## src/shared/sacc_pkg.sv

```systemverilog
// Behaviour
// - First step sets MSB if input at or above half
// - Next bit set, tap quarter or three-quarter
// - Keep trial bit if input at or above
// - Stop at bit 0, or bit 2 for 8-bit
// - Copy approximation into results once per conversion
// - Ten-bit result left justified, low six zero
// - Upper eight result bits into byte register
// - Interrupt only after all setup conversions finish
// - Interrupt issued through upper/lower limit comparator
// - Positive reference select 01 picks external pin
// - Negative select 1 picks external pin, else ground
// - Gate bit zero stops clock, holds reset
// - Gate zero forces converter initial values, ignores writes; pin configuration stays writable
// - Gate bit one supplies clock, allows access
// - Enable register resets zero, unused bits zero
// - Unselected analog pins stay general port pins unless set in pin configuration
// - Gain amplifier output selectable as input
// - Sample-and-hold keeps voltage during approximation
package sacc_pkg;

    // Register byte addresses
    localparam logic [19:0] ADDR_CTRL    = 20'h00000;
    localparam logic [19:0] ADDR_LIMITS  = 20'h00004;
    localparam logic [19:0] ADDR_RES16   = 20'h00008;
    localparam logic [19:0] ADDR_RES8    = 20'h0000C;
    localparam logic [19:0] ADDR_STATUS  = 20'h00010;
    localparam logic [19:0] ADDR_SETUP   = 20'h00014;
    localparam logic [19:0] ADDR_PINCFG  = 20'h00018;
    localparam logic [19:0] ADDR_PERIPHERAL_CLOCK_ENABLE_0    = 20'hF00F0;

    // Peripheral enable register fields
    localparam int          PERIPHERAL_CLOCK_ENABLE_0_GATE_BIT = 5;
    localparam logic [7:0]  PERIPHERAL_CLOCK_ENABLE_0_RESET    = 8'h00;
    localparam logic [7:0]  PERIPHERAL_CLOCK_ENABLE_0_USED     = 8'h25;

    // Control register fields
    localparam int CTRL_START_BIT = 0;
    localparam int CTRL_RES8_BIT  = 1;
    localparam int CTRL_PREF_LO   = 2;
    localparam int CTRL_PREF_HI   = 3;
    localparam int CTRL_NREF_BIT  = 4;
    localparam int CTRL_PGA_BIT   = 5;
    localparam int CTRL_CH_LSB    = 8;
    localparam logic [15:0] CTRL_RESET   = 16'h0000;

    // Register reset values
    localparam logic [7:0]  UPPER_RESET  = 8'hFF;
    localparam logic [7:0]  LOWER_RESET  = 8'h00;
    localparam logic [15:0] RES16_RESET  = 16'h0000;
    localparam logic [7:0]  RES8_RESET   = 8'h00;
    localparam logic [3:0]  SETUP_RESET  = 4'h1;
    localparam logic [11:0] PINCFG_RESET = 12'h000;

    // Conversion timing
    localparam int          CLK_MHZ      = 125;
    localparam int          STEP_NS      = 32;
    localparam int          STEP_DIV     = (STEP_NS * CLK_MHZ) / 1000;
    localparam logic [3:0]  SAMPLE_STEPS = 4'h5;

    // Approximation register layout
    localparam logic [9:0]  SAR_MSB      = 10'h200;
    localparam logic [3:0]  BIT_LAST_10  = 4'h0;
    localparam logic [3:0]  BIT_LAST_8   = 4'h2;
    localparam logic [3:0]  BIT_TOP      = 4'h9;
    localparam logic [3:0]  CH_COUNT     = 4'hC;

    // Sequencer states
    typedef enum logic [1:0] {
        ST_IDLE,
        ST_SAMPLE,
        ST_APPROX,
        ST_STORE
    } sacc_state_t;

    // Signals toward the analog front end
    typedef struct packed {
        logic [3:0] channel;       // Selected analog input
        logic       gain_amp_sel;  // Gain amplifier output as input
        logic       pos_ref_ext;   // External positive reference pin
        logic       pos_ref_int;   // Internal reference
        logic       pos_ref_vdd;   // Supply as positive reference
        logic       neg_ref_ext;   // External negative reference pin
        logic       sample_hold;   // Hold sampled voltage
        logic       sampling;      // Track the input
        logic [9:0] tap_code;      // Comparison tap
    } sacc_analog_t;

endpackage : sacc_pkg

```

## src/core/sacc_core.sv

```systemverilog
// The implementer's own choice: register access over APB.
`timescale 1ns/10ps
module sacc_core (
    // Clock and reset
    input  wire logic                  pclk,
    input  wire logic                  presetn,
    // APB slave
    input  wire logic                  psel,
    input  wire logic                  penable,
    input  wire logic                  pwrite,
    input  wire logic [19:0]           paddr,
    input  wire logic [31:0]           pwdata,
    input  wire logic [3:0]            pstrb,
    output logic                       pready,
    output logic [31:0]                prdata,
    output logic                       pslverr,
    // Comparator decision, synchronous
    input  wire logic                  comp_ge,
    // Analog front end control
    output sacc_pkg::sacc_analog_t     analog_ctrl,
    output logic                       converter_clk_en,
    output logic                       converter_reset,
    output logic [11:0]                port_pin_enable,
    // Conversion end request
    output logic                       conversion_end_irq
);
    import sacc_pkg::*;

    // Register state
    logic [7:0]   peripheral_clock_enable_0_q;          // Peripheral enable register
    logic [15:0]  ctrl_q;          // Converter control
    logic [7:0]   upper_q;         // Upper limit
    logic [7:0]   lower_q;         // Lower limit
    logic [3:0]   setup_q;         // Conversions per setup
    logic [11:0]  pincfg_q;        // Analog pin configuration
    logic [15:0]  res16_q;         // result_ten_bit
    logic [7:0]   res8_q;          // result_eight_bit
    logic         in_range_q;      // Last limit comparison
    logic         pready_q;        // Access phase answer
    logic [31:0]  prdata_q;        // Read data
    logic         pslverr_q;       // Error answer
    logic         irq_q;           // Interrupt pulse

    // Sequencer state
    sacc_state_t  state_q;
    sacc_state_t  state_d;
    logic [9:0]   sar_q;           // successive_approx_reg
    logic [9:0]   sar_d;
    logic [3:0]   idx_q;           // Bit under trial
    logic [3:0]   idx_d;
    logic [3:0]   cnt_q;           // Sample steps remaining
    logic [3:0]   cnt_d;
    logic [3:0]   done_q;          // Conversions finished in setup
    logic [7:0]   div_q;           // Conversion step divider
    logic         store_q;         // One-cycle store pulse

    // Gate bit and bus decode
    wire          gate      = peripheral_clock_enable_0_q[PERIPHERAL_CLOCK_ENABLE_0_GATE_BIT];
    wire          access    = psel & penable;
    wire          wr_en     = access & pready_q & pwrite;
    wire          hit_ctrl  = (paddr == ADDR_CTRL);
    wire          hit_lim   = (paddr == ADDR_LIMITS);
    wire          hit_r16   = (paddr == ADDR_RES16);
    wire          hit_r8    = (paddr == ADDR_RES8);
    wire          hit_stat  = (paddr == ADDR_STATUS);
    wire          hit_setup = (paddr == ADDR_SETUP);
    wire          hit_pin   = (paddr == ADDR_PINCFG);
    wire          hit_peripheral_clock_enable_0  = (paddr == ADDR_PERIPHERAL_CLOCK_ENABLE_0);
    wire          mapped    = hit_ctrl | hit_lim | hit_r16 | hit_r8 |
                              hit_stat | hit_setup | hit_pin | hit_peripheral_clock_enable_0;
    // Converter writes refused while gated off
    wire          cvt_wr    = wr_en & gate;
    wire          start_wr  = cvt_wr & hit_ctrl & pstrb[0] &
                              pwdata[CTRL_START_BIT];
    wire          busy      = (state_q != ST_IDLE);

    // Step enable from the divider
    wire          step      = (div_q == 8'(STEP_DIV - 1));

    // Last bit depends on resolution
    wire [3:0]    last_bit  = ctrl_q[CTRL_RES8_BIT] ? BIT_LAST_8
                                                    : BIT_LAST_10;

    // Limit comparator on the upper eight result bits
    wire [7:0]    new_res8  = sar_q[9:2];
    wire          new_in_rng = (new_res8 <= upper_q) &&
                               (new_res8 >= lower_q);

    // Byte-lane merge for writes
    function automatic logic [15:0] merge16(input logic [15:0] old,
                                            input logic [31:0] wd,
                                            input logic [3:0]  st);
        merge16 = {st[1] ? wd[15:8] : old[15:8],
                   st[0] ? wd[7:0]  : old[7:0]};
    endfunction

    // Read data mux
    logic [31:0] rd_mux;
    always_comb begin
        rd_mux = 32'h0000_0000;
        if (hit_peripheral_clock_enable_0) begin
            rd_mux = {24'h000000, peripheral_clock_enable_0_q};
        end else if (hit_ctrl) begin
            rd_mux = {16'h0000, ctrl_q[15:1], busy};
        end else if (hit_lim) begin
            rd_mux = {16'h0000, lower_q, upper_q};
        end else if (hit_r16) begin
            rd_mux = {16'h0000, res16_q};
        end else if (hit_r8) begin
            rd_mux = {24'h000000, res8_q};
        end else if (hit_stat) begin
            rd_mux = {27'h0000000, state_q, done_q == 4'h0,
                      in_range_q, busy};
        end else if (hit_setup) begin
            rd_mux = {28'h0000000, setup_q};
        end else if (hit_pin) begin
            rd_mux = {20'h00000, pincfg_q};
        end
    end

    // APB answer: one wait state, then ready with data
    always_ff @(posedge pclk or negedge presetn) begin
        if (!presetn) begin
            pready_q  <= 1'b0;
            prdata_q  <= 32'h0000_0000;
            pslverr_q <= 1'b0;
        end else begin
            pready_q  <= access & ~pready_q;
            prdata_q  <= rd_mux;
            pslverr_q <= access & ~pready_q & ~mapped;
        end
    end

    // Peripheral enable register, always writable
    always_ff @(posedge pclk or negedge presetn) begin
        if (!presetn) begin
            peripheral_clock_enable_0_q <= PERIPHERAL_CLOCK_ENABLE_0_RESET;
        end else if (wr_en & hit_peripheral_clock_enable_0 & pstrb[0]) begin
            peripheral_clock_enable_0_q <= pwdata[7:0] & PERIPHERAL_CLOCK_ENABLE_0_USED;
        end
    end

    // Pin configuration stays writable while gated
    always_ff @(posedge pclk or negedge presetn) begin
        if (!presetn) begin
            pincfg_q <= PINCFG_RESET;
        end else if (wr_en & hit_pin) begin
            pincfg_q <= 12'(merge16({4'h0, pincfg_q}, pwdata, pstrb));
        end
    end

    // Converter setup registers, forced while gated off
    always_ff @(posedge pclk or negedge presetn) begin
        if (!presetn) begin
            ctrl_q  <= CTRL_RESET;
            upper_q <= UPPER_RESET;
            lower_q <= LOWER_RESET;
            setup_q <= SETUP_RESET;
        end else if (!gate) begin
            ctrl_q  <= CTRL_RESET;
            upper_q <= UPPER_RESET;
            lower_q <= LOWER_RESET;
            setup_q <= SETUP_RESET;
        end else begin
            if (cvt_wr & hit_ctrl) begin
                ctrl_q <= merge16(ctrl_q, pwdata, pstrb);
            end
            if (cvt_wr & hit_lim) begin
                {lower_q, upper_q} <= merge16({lower_q, upper_q},
                                              pwdata, pstrb);
            end
            if (cvt_wr & hit_setup & pstrb[0]) begin
                setup_q <= pwdata[3:0];
            end
        end
    end

    // Conversion step divider, runs only with the gate set
    always_ff @(posedge pclk or negedge presetn) begin
        if (!presetn) begin
            div_q <= 8'h00;
        end else if (!gate || !busy || step) begin
            div_q <= 8'h00;
        end else begin
            div_q <= div_q + 8'h01;
        end
    end

    // Sequencer next state
    always_comb begin
        state_d = state_q;
        sar_d   = sar_q;
        idx_d   = idx_q;
        cnt_d   = cnt_q;
        case (state_q)
            ST_IDLE: begin
                // Start loads the sample step count
                if (start_wr) begin
                    state_d = ST_SAMPLE;
                    cnt_d   = SAMPLE_STEPS;
                end
            end
            ST_SAMPLE: begin
                // Track input for the sampling steps
                if (step) begin
                    if (cnt_q == 4'h1) begin
                        state_d = ST_APPROX;
                        sar_d   = SAR_MSB;
                        idx_d   = BIT_TOP;
                    end else begin
                        cnt_d = cnt_q - 4'h1;
                    end
                end
            end
            ST_APPROX: begin
                // One trial bit decided per step
                if (step) begin
                    sar_d[idx_q] = comp_ge;
                    if (idx_q == last_bit) begin
                        state_d = ST_STORE;
                    end else begin
                        sar_d[idx_q - 4'h1] = 1'b1;
                        idx_d = idx_q - 4'h1;
                    end
                end
            end
            ST_STORE: begin
                // Result copied this cycle, next or stop
                if (done_q + 4'h1 >= setup_q) begin
                    state_d = ST_IDLE;
                end else begin
                    state_d = ST_SAMPLE;
                    cnt_d   = SAMPLE_STEPS;
                end
            end
            default: begin
                state_d = ST_IDLE;
            end
        endcase
    end

    // Sequencer registers, held in reset while gated
    always_ff @(posedge pclk or negedge presetn) begin
        if (!presetn) begin
            state_q <= ST_IDLE;
            sar_q   <= 10'h000;
            idx_q   <= 4'h0;
            cnt_q   <= 4'h0;
        end else if (!gate) begin
            state_q <= ST_IDLE;
            sar_q   <= 10'h000;
            idx_q   <= 4'h0;
            cnt_q   <= 4'h0;
        end else begin
            state_q <= state_d;
            sar_q   <= sar_d;
            idx_q   <= idx_d;
            cnt_q   <= cnt_d;
        end
    end

    // Results, conversion count and limit check
    always_ff @(posedge pclk or negedge presetn) begin
        if (!presetn) begin
            res16_q    <= RES16_RESET;
            res8_q     <= RES8_RESET;
            in_range_q <= 1'b0;
            done_q     <= 4'h0;
            store_q    <= 1'b0;
        end else if (!gate) begin
            res16_q    <= RES16_RESET;
            res8_q     <= RES8_RESET;
            in_range_q <= 1'b0;
            done_q     <= 4'h0;
            store_q    <= 1'b0;
        end else begin
            store_q <= (state_q == ST_STORE);
            if (state_q == ST_STORE) begin
                res16_q    <= {sar_q, 6'h00};
                res8_q     <= new_res8;
                in_range_q <= new_in_rng;
                done_q     <= (state_d == ST_IDLE) ? 4'h0
                                                   : done_q + 4'h1;
            end else if (start_wr) begin
                done_q <= 4'h0;
            end
        end
    end

    // End request after the whole setup, via the limit result
    always_ff @(posedge pclk or negedge presetn) begin
        if (!presetn) begin
            irq_q <= 1'b0;
        end else begin
            irq_q <= gate & store_q & ~busy & in_range_q;
        end
    end

    // Analog control, registered
    sacc_analog_t analog_d;
    always_comb begin
        analog_d              = '0;
        analog_d.channel      = ctrl_q[CTRL_CH_LSB +: 4];
        analog_d.gain_amp_sel = ctrl_q[CTRL_PGA_BIT];
        // Positive reference: 01 pin, 10 internal, else supply
        analog_d.pos_ref_ext  = ~ctrl_q[CTRL_PREF_HI] &
                                ctrl_q[CTRL_PREF_LO];
        analog_d.pos_ref_int  = ctrl_q[CTRL_PREF_HI] &
                                ~ctrl_q[CTRL_PREF_LO];
        analog_d.pos_ref_vdd  = ~(analog_d.pos_ref_ext |
                                  analog_d.pos_ref_int);
        analog_d.neg_ref_ext  = ctrl_q[CTRL_NREF_BIT];
        analog_d.sampling     = (state_d == ST_SAMPLE);
        analog_d.sample_hold  = (state_d == ST_APPROX);
        analog_d.tap_code     = sar_d;
    end

    // Pin ownership: selected analog pin leaves the port while busy, unless the gain amplifier is selected
    logic [11:0] port_d;
    always_comb begin
        port_d = ~pincfg_q;
        if (busy && !ctrl_q[CTRL_PGA_BIT] &&
            ctrl_q[CTRL_CH_LSB +: 4] < CH_COUNT) begin
            port_d[ctrl_q[CTRL_CH_LSB +: 4]] = 1'b0;
        end
    end

    // Output registers toward the analog side
    always_ff @(posedge pclk or negedge presetn) begin
        if (!presetn) begin
            analog_ctrl     <= '0;
            port_pin_enable <= 12'hFFF;
        end else begin
            analog_ctrl     <= gate ? analog_d : '0;
            port_pin_enable <= port_d;
        end
    end

    // Port drives
    assign pready             = pready_q;
    assign prdata             = prdata_q;
    assign pslverr            = pslverr_q;
    assign converter_clk_en   = gate;
    assign converter_reset    = ~gate;
    assign conversion_end_irq = irq_q;

endmodule // sacc_core

```

## config.mk

```make
export PLATFORM = sky130hd
export DESIGN_NAME = sacc_core
export DESIGN_NICKNAME = d
export VERILOG_FILES = /design/src/shared/sacc_pkg.sv /design/src/core/sacc_core.sv
export SDC_FILE = /design/constraint.sdc
export NUM_CORES = 1
export LEC_CHECK = 0
export ABC_AREA = 1
export BUFFER_PORTS_ARGS = -buffer_cell sky130_fd_sc_hd__buf_2
export CORE_UTILIZATION = 60
export DETAILED_ROUTE_END_ITERATION = 6
export GPL_TIMING_DRIVEN = 0
export PLACE_DENSITY = 0.84
export SETUP_SLACK_MARGIN = 0.05
export SYNTH_ARGS = -nofsm -noshare
export SYNTH_HDL_FRONTEND = slang
export SYNTH_SLANG_ARGS = --single-unit
```

## constraint.sdc

```tcl
create_clock -name pclk -period 3.1 [get_ports pclk]
set_input_delay 0.155 -clock pclk [delete_from_list [all_inputs] [get_ports pclk]]
set_output_delay 0.155 -clock pclk [all_outputs]
set_load 0.02 [all_outputs]
```

# Yosys cells after proc, flatten, opt, wreduce, memory -nomap -nowiden
# Index checks and enable logic that the tools add are counted.
# W data, S select, Z words.
op_classes:
  n_addsub: 4
  multipliers: 0
  div_mod_pow: 0
  magnitude_cmp: 10
  eq_ne: 31
  shift: 0
  mux: 66
  bitwise: 39
  reduce_logical: 24
ops:
  columns: ["op", "count"]
  rows:
  - ["$mux W32", 3]
  - ["$mux W16", 5]
  - ["$mux W8", 9]
  - ["$mux W4", 16]
  - ["$eq A20 B5 Y1 const B", 3]
  - ["$mux W12", 5]
  - ["$mux W10", 5]
  - ["$eq A20 B4 Y1 const B", 2]
  - ["$not A12 Y12", 2]
  - ["$mux W21", 1]
  - ["$ne A3 B3 Y1 const B", 7]
  - ["$and A1 B1 Y1", 20]
  - ["$eq A20 B20 Y1 const B", 1]
  - ["$eq A20 B3 Y1 const B", 1]
  - ["$logic_not A20 Y1", 1]
  - ["$pmux W10 S2", 1]
  - ["$lt A4 B5 Y1 const B", 3]
  - ["$mux W2", 7]
  - ["$and A12 B12 Y12", 1]
  - ["$demux W1 S4", 3]
  - ["$ge A4 B1 Y1 const B", 3]
  - ["$pmux W4 S3", 1]
  - ["$reduce_and A2 Y1", 6]
  - ["$bwmux W10", 1]
  - ["other kinds (29)", 67]
totals:
  regBits: 177
  latchBits: 0
  mem_bits_rw: 0
  mem_bits_ro: 0
  inputBits: 62
  mem_count: 0

# Logic depth before layout (Yosys ltp)
logic_depth:
  word_depth: 13
  mapped_depth: 14
  mapped_depth_nobuf: 14

# Least setup slack after synthesis
# OpenSTA, ideal clock, no wires.
synth_timing:
  kind: "reg-to-reg"
  startpoint: "register done_q[0]"
  endpoint: "register done_q[2]"
  arrival_time_ps: 1743
  t_required_ps: 2983
  path_slack_ps: 1240
  stages_incl_launch_ff: 14
  period_less_slack_ps: 1860
  path_cell_list: "dfrtp_1 -> ha_1 -> xnor2_1 -> inv_1 -> ha_1 -> nand2_1 -> inv_1 -> nand3_1 -> nand4_1 -> nand4_1 -> nand2_1 -> nand2_1 -> nand2_1 -> nand2_1"
synth_between:
  elab_chain_len: 8
synth_lines:
  columns: ["element", "line", "source"]
  rows:
  - ["from (decl)", "sacc_core.sv:53", "logic [3:0] done_q;"]
  - ["from (signal assigned)", "sacc_core.sv:282", "done_q <= (state_d == ST_IDLE) ? 4'h0"]
  - ["$add A4 B1 Y4 *", "sacc_core.sv:229, sacc_core.sv:283", null]
  - ["$ge A4 B4 Y1", "sacc_core.sv:229", "if (done_q + 4'h1 >= setup_q) begin"]
  - ["$mux W1", "sacc_core.sv:229", null]
  - ["$pmux W2 S4", "sacc_core.sv:195", "case (state_q)"]
  - ["$logic_not A2 Y1", "sacc_core.sv:282", null]
  - ["$mux W4 *", "sacc_core.sv:282", null]
  - ["$mux W4 *", "sacc_core.sv:278", "if (state_q == ST_STORE) begin"]
  - ["$mux W4 *", "sacc_core.sv:270", "end else if (!gate) begin"]
# Mark *: on every way between the ends. The rest lies on a longest branch, timed or not.
# A chain may end at the register's enable or synchronous reset.

# Final worst setup path
layout_timing:
  startpoint: "register peripheral_clock_enable_0_q[5]"
  endpoint: "output converter_reset"
layout_between:
  elab_chain_len: 1
layout_lines:
  columns: ["element", "line", "source"]
  rows:
  - ["from (decl)", "sacc_core.sv:30", "logic [7:0] peripheral_clock_enable_0_q;"]
  - ["from (signal assigned)", "sacc_core.sv:139", "peripheral_clock_enable_0_q <= pwdata[7:0] & PERIPHERAL_CLOCK_ENABLE_0_USED;"]
  - ["$not A1 Y1", "sacc_core.sv:344", "assign converter_reset = ~gate;"]
  - ["to (decl)", "sacc_core.sv:22", "output logic converter_reset,"]
# No other way between the ends.

==> flow_summary.json <==
{
  "cts.clk_slew.worst_paths_ns": 0.06,
  "start_util_pct": 62.0,
  "coreArea_sq_um": 12700,
  "synth-edff-count": 0,
  "clock_latency_ns": 0.43,
  "ant_nets": 0,
  "yosys.area.top_type": "dfrtp_1",
  "wire_per_inst_um": 16.1,
  "hold_path_depth": 3,
  "ys_seq_elements": 136,
  "cap_violations": 0,
  "cts_tree": "done",
  "seq_area_frac_synth_pct": 43.6,
  "cp_max_fo": 10,
  "vias": 7186,
  "fmax_ghz": 0.396,
  "via_per_inst": 5.44,
  "setup_viol": 0,
  "post-route-drc-count": 0,
  "ios": 132,
  "synthTopCellsByCount": "276 x nand2_1, 117 x inv_1, 115 x dfrtp_1",
  "cts_root_buf": "clkbuf_16",
  "start_kind": "flip-flop",
  "cts.repair.resized": 0,
  "gp_congestion": 0.924,
  "relSlewSlack_pct": 50.1,
  "status": "complete, no violations",
  "hold_ws_ns": 0.00404,
  "worstMarginPinSlew_ns": 0.748,
  "yosysMostFrequentCell": "nand2_1",
  "r2r-end": "port_pin_enable[1]$_DFF_PN1_",
  "fp.dieArea_sq_um": 13600,
  "synth-async-reset-ratio_pct": 100,
  "grt_max_degree": 105,
  "core.rowCount": 41,
  "dp.final_hpwl_um": 15100,
  "fillers": 967,
  "cp.arrival_ns": 2.37,
  "drive_gt1_share_pct": 21.9,
  "syn_area_sq_um": 7860,
  "p_leak_uw": 0.00500,
  "finalCritPeriodShare_pct": 81.4,
  "nets": 1236,
  "finalSetupTns_ns": 0,
  "netlist_instances": 998,
  "r2r_start": "state_q[0]$_DFF_PN0_",
  "firstDrtPassIters": 6,
  "die_height_um": 116,
  "io_buffers": 96,
  "rrSetupSlack_ns": 0.76,
  "hold_path_end": "pincfg_q[11]$_DFFE_PN0P_",
  "die_w_um": 116,
  "required_ns": 2.94,
  "hold_viol_final": 0,
  "postSynthAreaPerCell_sq_um": 7.88,
  "endpoint_kind": "primary output",
  "drt_iter0_drc": 868,
  "p_per_area_nw_per_um2": 418,
  "grt_pass1_wl_um": 33900,
  "criticalPathCategory": "reg2out",
  "yosysWarningCount": 0,
  "grt_use_total_pct": 33.5,
  "htree_levels": 4,
  "rsz0062_at_grt": "no",
  "ir_worst_vdd_mv": 0.453,
  "hold_path.startpoint": "pwdata[11]",
  "slowest_delay_ns": 0.58,
  "fin_worst_skew_ns": 0.00718,
  "antenna_found_initial": 0,
  "synthTopCellsByArea": "dfrtp_1 37%, nand2_1 13%, dfstp_2 7.0%, ha_1 6.2%, inv_1 5.6%",
  "drv_slew": 0,
  "clockBufferDepth": 2,
  "crit_path_top_delay_cell": "buf_1",
  "syn2layout_area_growth_pct": 18.1,
  "synth-main-ff-cell": "dfrtp_1",
  "wl_um": 21300,
  "grt_pass1_vias": 6952,
  "overflow": 0,
  "cts_sinks": 136,
  "n_antenna_cell": 0,
  "finalCriticalPeriod_ns": 2.52,
  "r2r_cells": 7,
  "cts_made_buffers": 17,
  "synth_top_area_share_pct": 36.6,
  "holdCritPathClass": "in2reg",
  "yosysUniqueCellTypes": 47,
  "crit_chain": "inv_1 -> clkbuf_1 -> buf_1 -> buf_2"
}
-- cells in the final DEF, fill, tap and decap left out, types with 3 or more instances in the layout --
| master | Yosys | final |
|---|---|---|
| conb_1 | 1 | 16 |
| clkinvlp_4 | 0 | 3 |
| clkbuf_1 | 11 | 12 |
| dfrtp_1 | 115 | 115 |
| or2_2 | 5 | 5 |
| nor2_1 | 95 | 95 |
| buf_6 | 5 | 6 |
| a21oi_1 | 29 | 29 |
| inv_6 | 0 | 3 |
| xnor2_1 | 3 | 3 |
| mux2_4 | 4 | 4 |
| o22ai_1 | 3 | 3 |
| ha_1 | 39 | 39 |
| o21ai_1 | 5 | 5 |
| nand2_4 | 4 | 4 |
| nand3_1 | 48 | 48 |
| buf_4 | 17 | 17 |
| o21ai_0 | 87 | 87 |
| nand2_1 | 276 | 276 |
| nand2_2 | 13 | 13 |
| clkinv_4 | 0 | 4 |
| o21ai_2 | 32 | 32 |
| nor2_4 | 4 | 4 |
| buf_2 | 5 | 100 |
| inv_1 | 117 | 117 |
| nor3b_1 | 7 | 7 |
| dfstp_2 | 21 | 21 |
| clkbuf_16 | 0 | 17 |
| nand4_1 | 17 | 17 |
| nor3_1 | 8 | 8 |
| dlygate4sd3_1 | 0 | 6 |
-- worst max-delay path by stage --
stage / from / endpoint / slack, ns / depth (start not counted)
3_3_place_gp: presetn / analog_ctrl[14]$_DFF_PN0_ / 0.05 / 1
3_5_place_dp: state_q[0]$_DFF_PN0_ / port_pin_enable[8]$_DFF_PN1_ / 0.91 / 7
6_report: peripheral_clock_enable_0_q[5]$_DFFE_PN0P_ / converter_reset / 0.58 / 4
2_1_floorplan: done_q[0]$_DFFE_PN0P_ / done_q[2]$_DFFE_PN0P_ / 1.24 / 13
4_1_cts: peripheral_clock_enable_0_q[5]$_DFFE_PN0P_ / converter_reset / 0.62 / 4
5_1_grt: peripheral_clock_enable_0_q[5]$_DFFE_PN0P_ / converter_reset / 0.51 / 4
-- state kept, by name, indices dropped and copies added, names as in the netlist, 2 cells and up --
| register | count |
|---|---|
| lower_q | 8 |
| prdata | 16 |
| res16_q | 2 |
| peripheral_clock_enable_0_q | 3 |
| cnt_q | 4 |
| state_q | 2 |
| idx_q | 4 |
| done_q | 4 |
| port_pin_enable | 12 |
| ctrl_q | 15 |
| analog_ctrl | 21 |
| pincfg_q | 12 |
| upper_q | 8 |
| res8_q | 8 |
| div_q | 8 |
| setup_q | 4 |
-- timing repair --
action	CTS	global route
setup buffers	0	0
endpoints found under the hold margin	37	0
hold buffers	6	0
-- final cells by class --
class                           instances  area (sq um)  area share, %
Clock inverter                         12           119           1.28
Sequential cell                       136          3430           37.0
Clock buffer                           20           457           4.92
Buffer                                 41           263           2.83
Inverter                              121           455           4.91
Multi-Input combinational cell        715          3770           40.6
Tap cell                              172           215           2.32
Timing Repair Buffer                  103           574           6.19
-- cell families (layout without fill, tap and decap cells) --
family | after synthesis | after routing | synth area share, %
other cells | 1 | 16 | 0.0477
compound gates | 168 | 168 | 12.9
flops | 136 | 136 | 43.6
xor+xnor | 4 | 4 | 0.446
fa+ha+maj | 39 | 39 | 6.21
mux | 5 | 5 | 0.907
buf+inv | 162 | 297 | 9.14
simple gates | 483 | 483 | 26.8
-- worst max-delay path: cells and delay by family (launching register included) --
kind                   cells  cell delay (ns)
buffers and inverters      4             1.43
flip-flops                 1             0.50
-- through the flow --
step                utilization (%)  std cells  total power [uW]  setup WS [ns]  area (sq um)
detailed placement             68.2       1282              1940          0.910          8650
CTS                            73.2       1320              3890          0.620          9280
floorplan                         -       1013              1860           1.24          7920
global route                   73.2       1320              3980          0.507          9280
global placement               68.0       1281              1940         0.0473          8610
finish                         73.2       1320              3880          0.575          9280
-- power by group --
part	internal (uW)	total (uW)	switching, uW
Sequential	1780	1780	0.650
Combinational	48.9	138	89.5
Clock	1150	1960	811
Total	2980	3880	901
-- metal layers --
layer | share of wire, % | wire [um] | up-vias | GRT usage (%)
met5 | 0 | 0 | - | 0
met4 | 2.8 | 593 | 0 | 13.8
met2 | 46 | 9800 | 338 | 52.3
met3 | 8.0 | 1700 | 54 | 7.63
met1 | 43 | 9180 | 3344 | 45.1
li1 | - | - | 3450 | -
(Power assumes the default switching activity.)
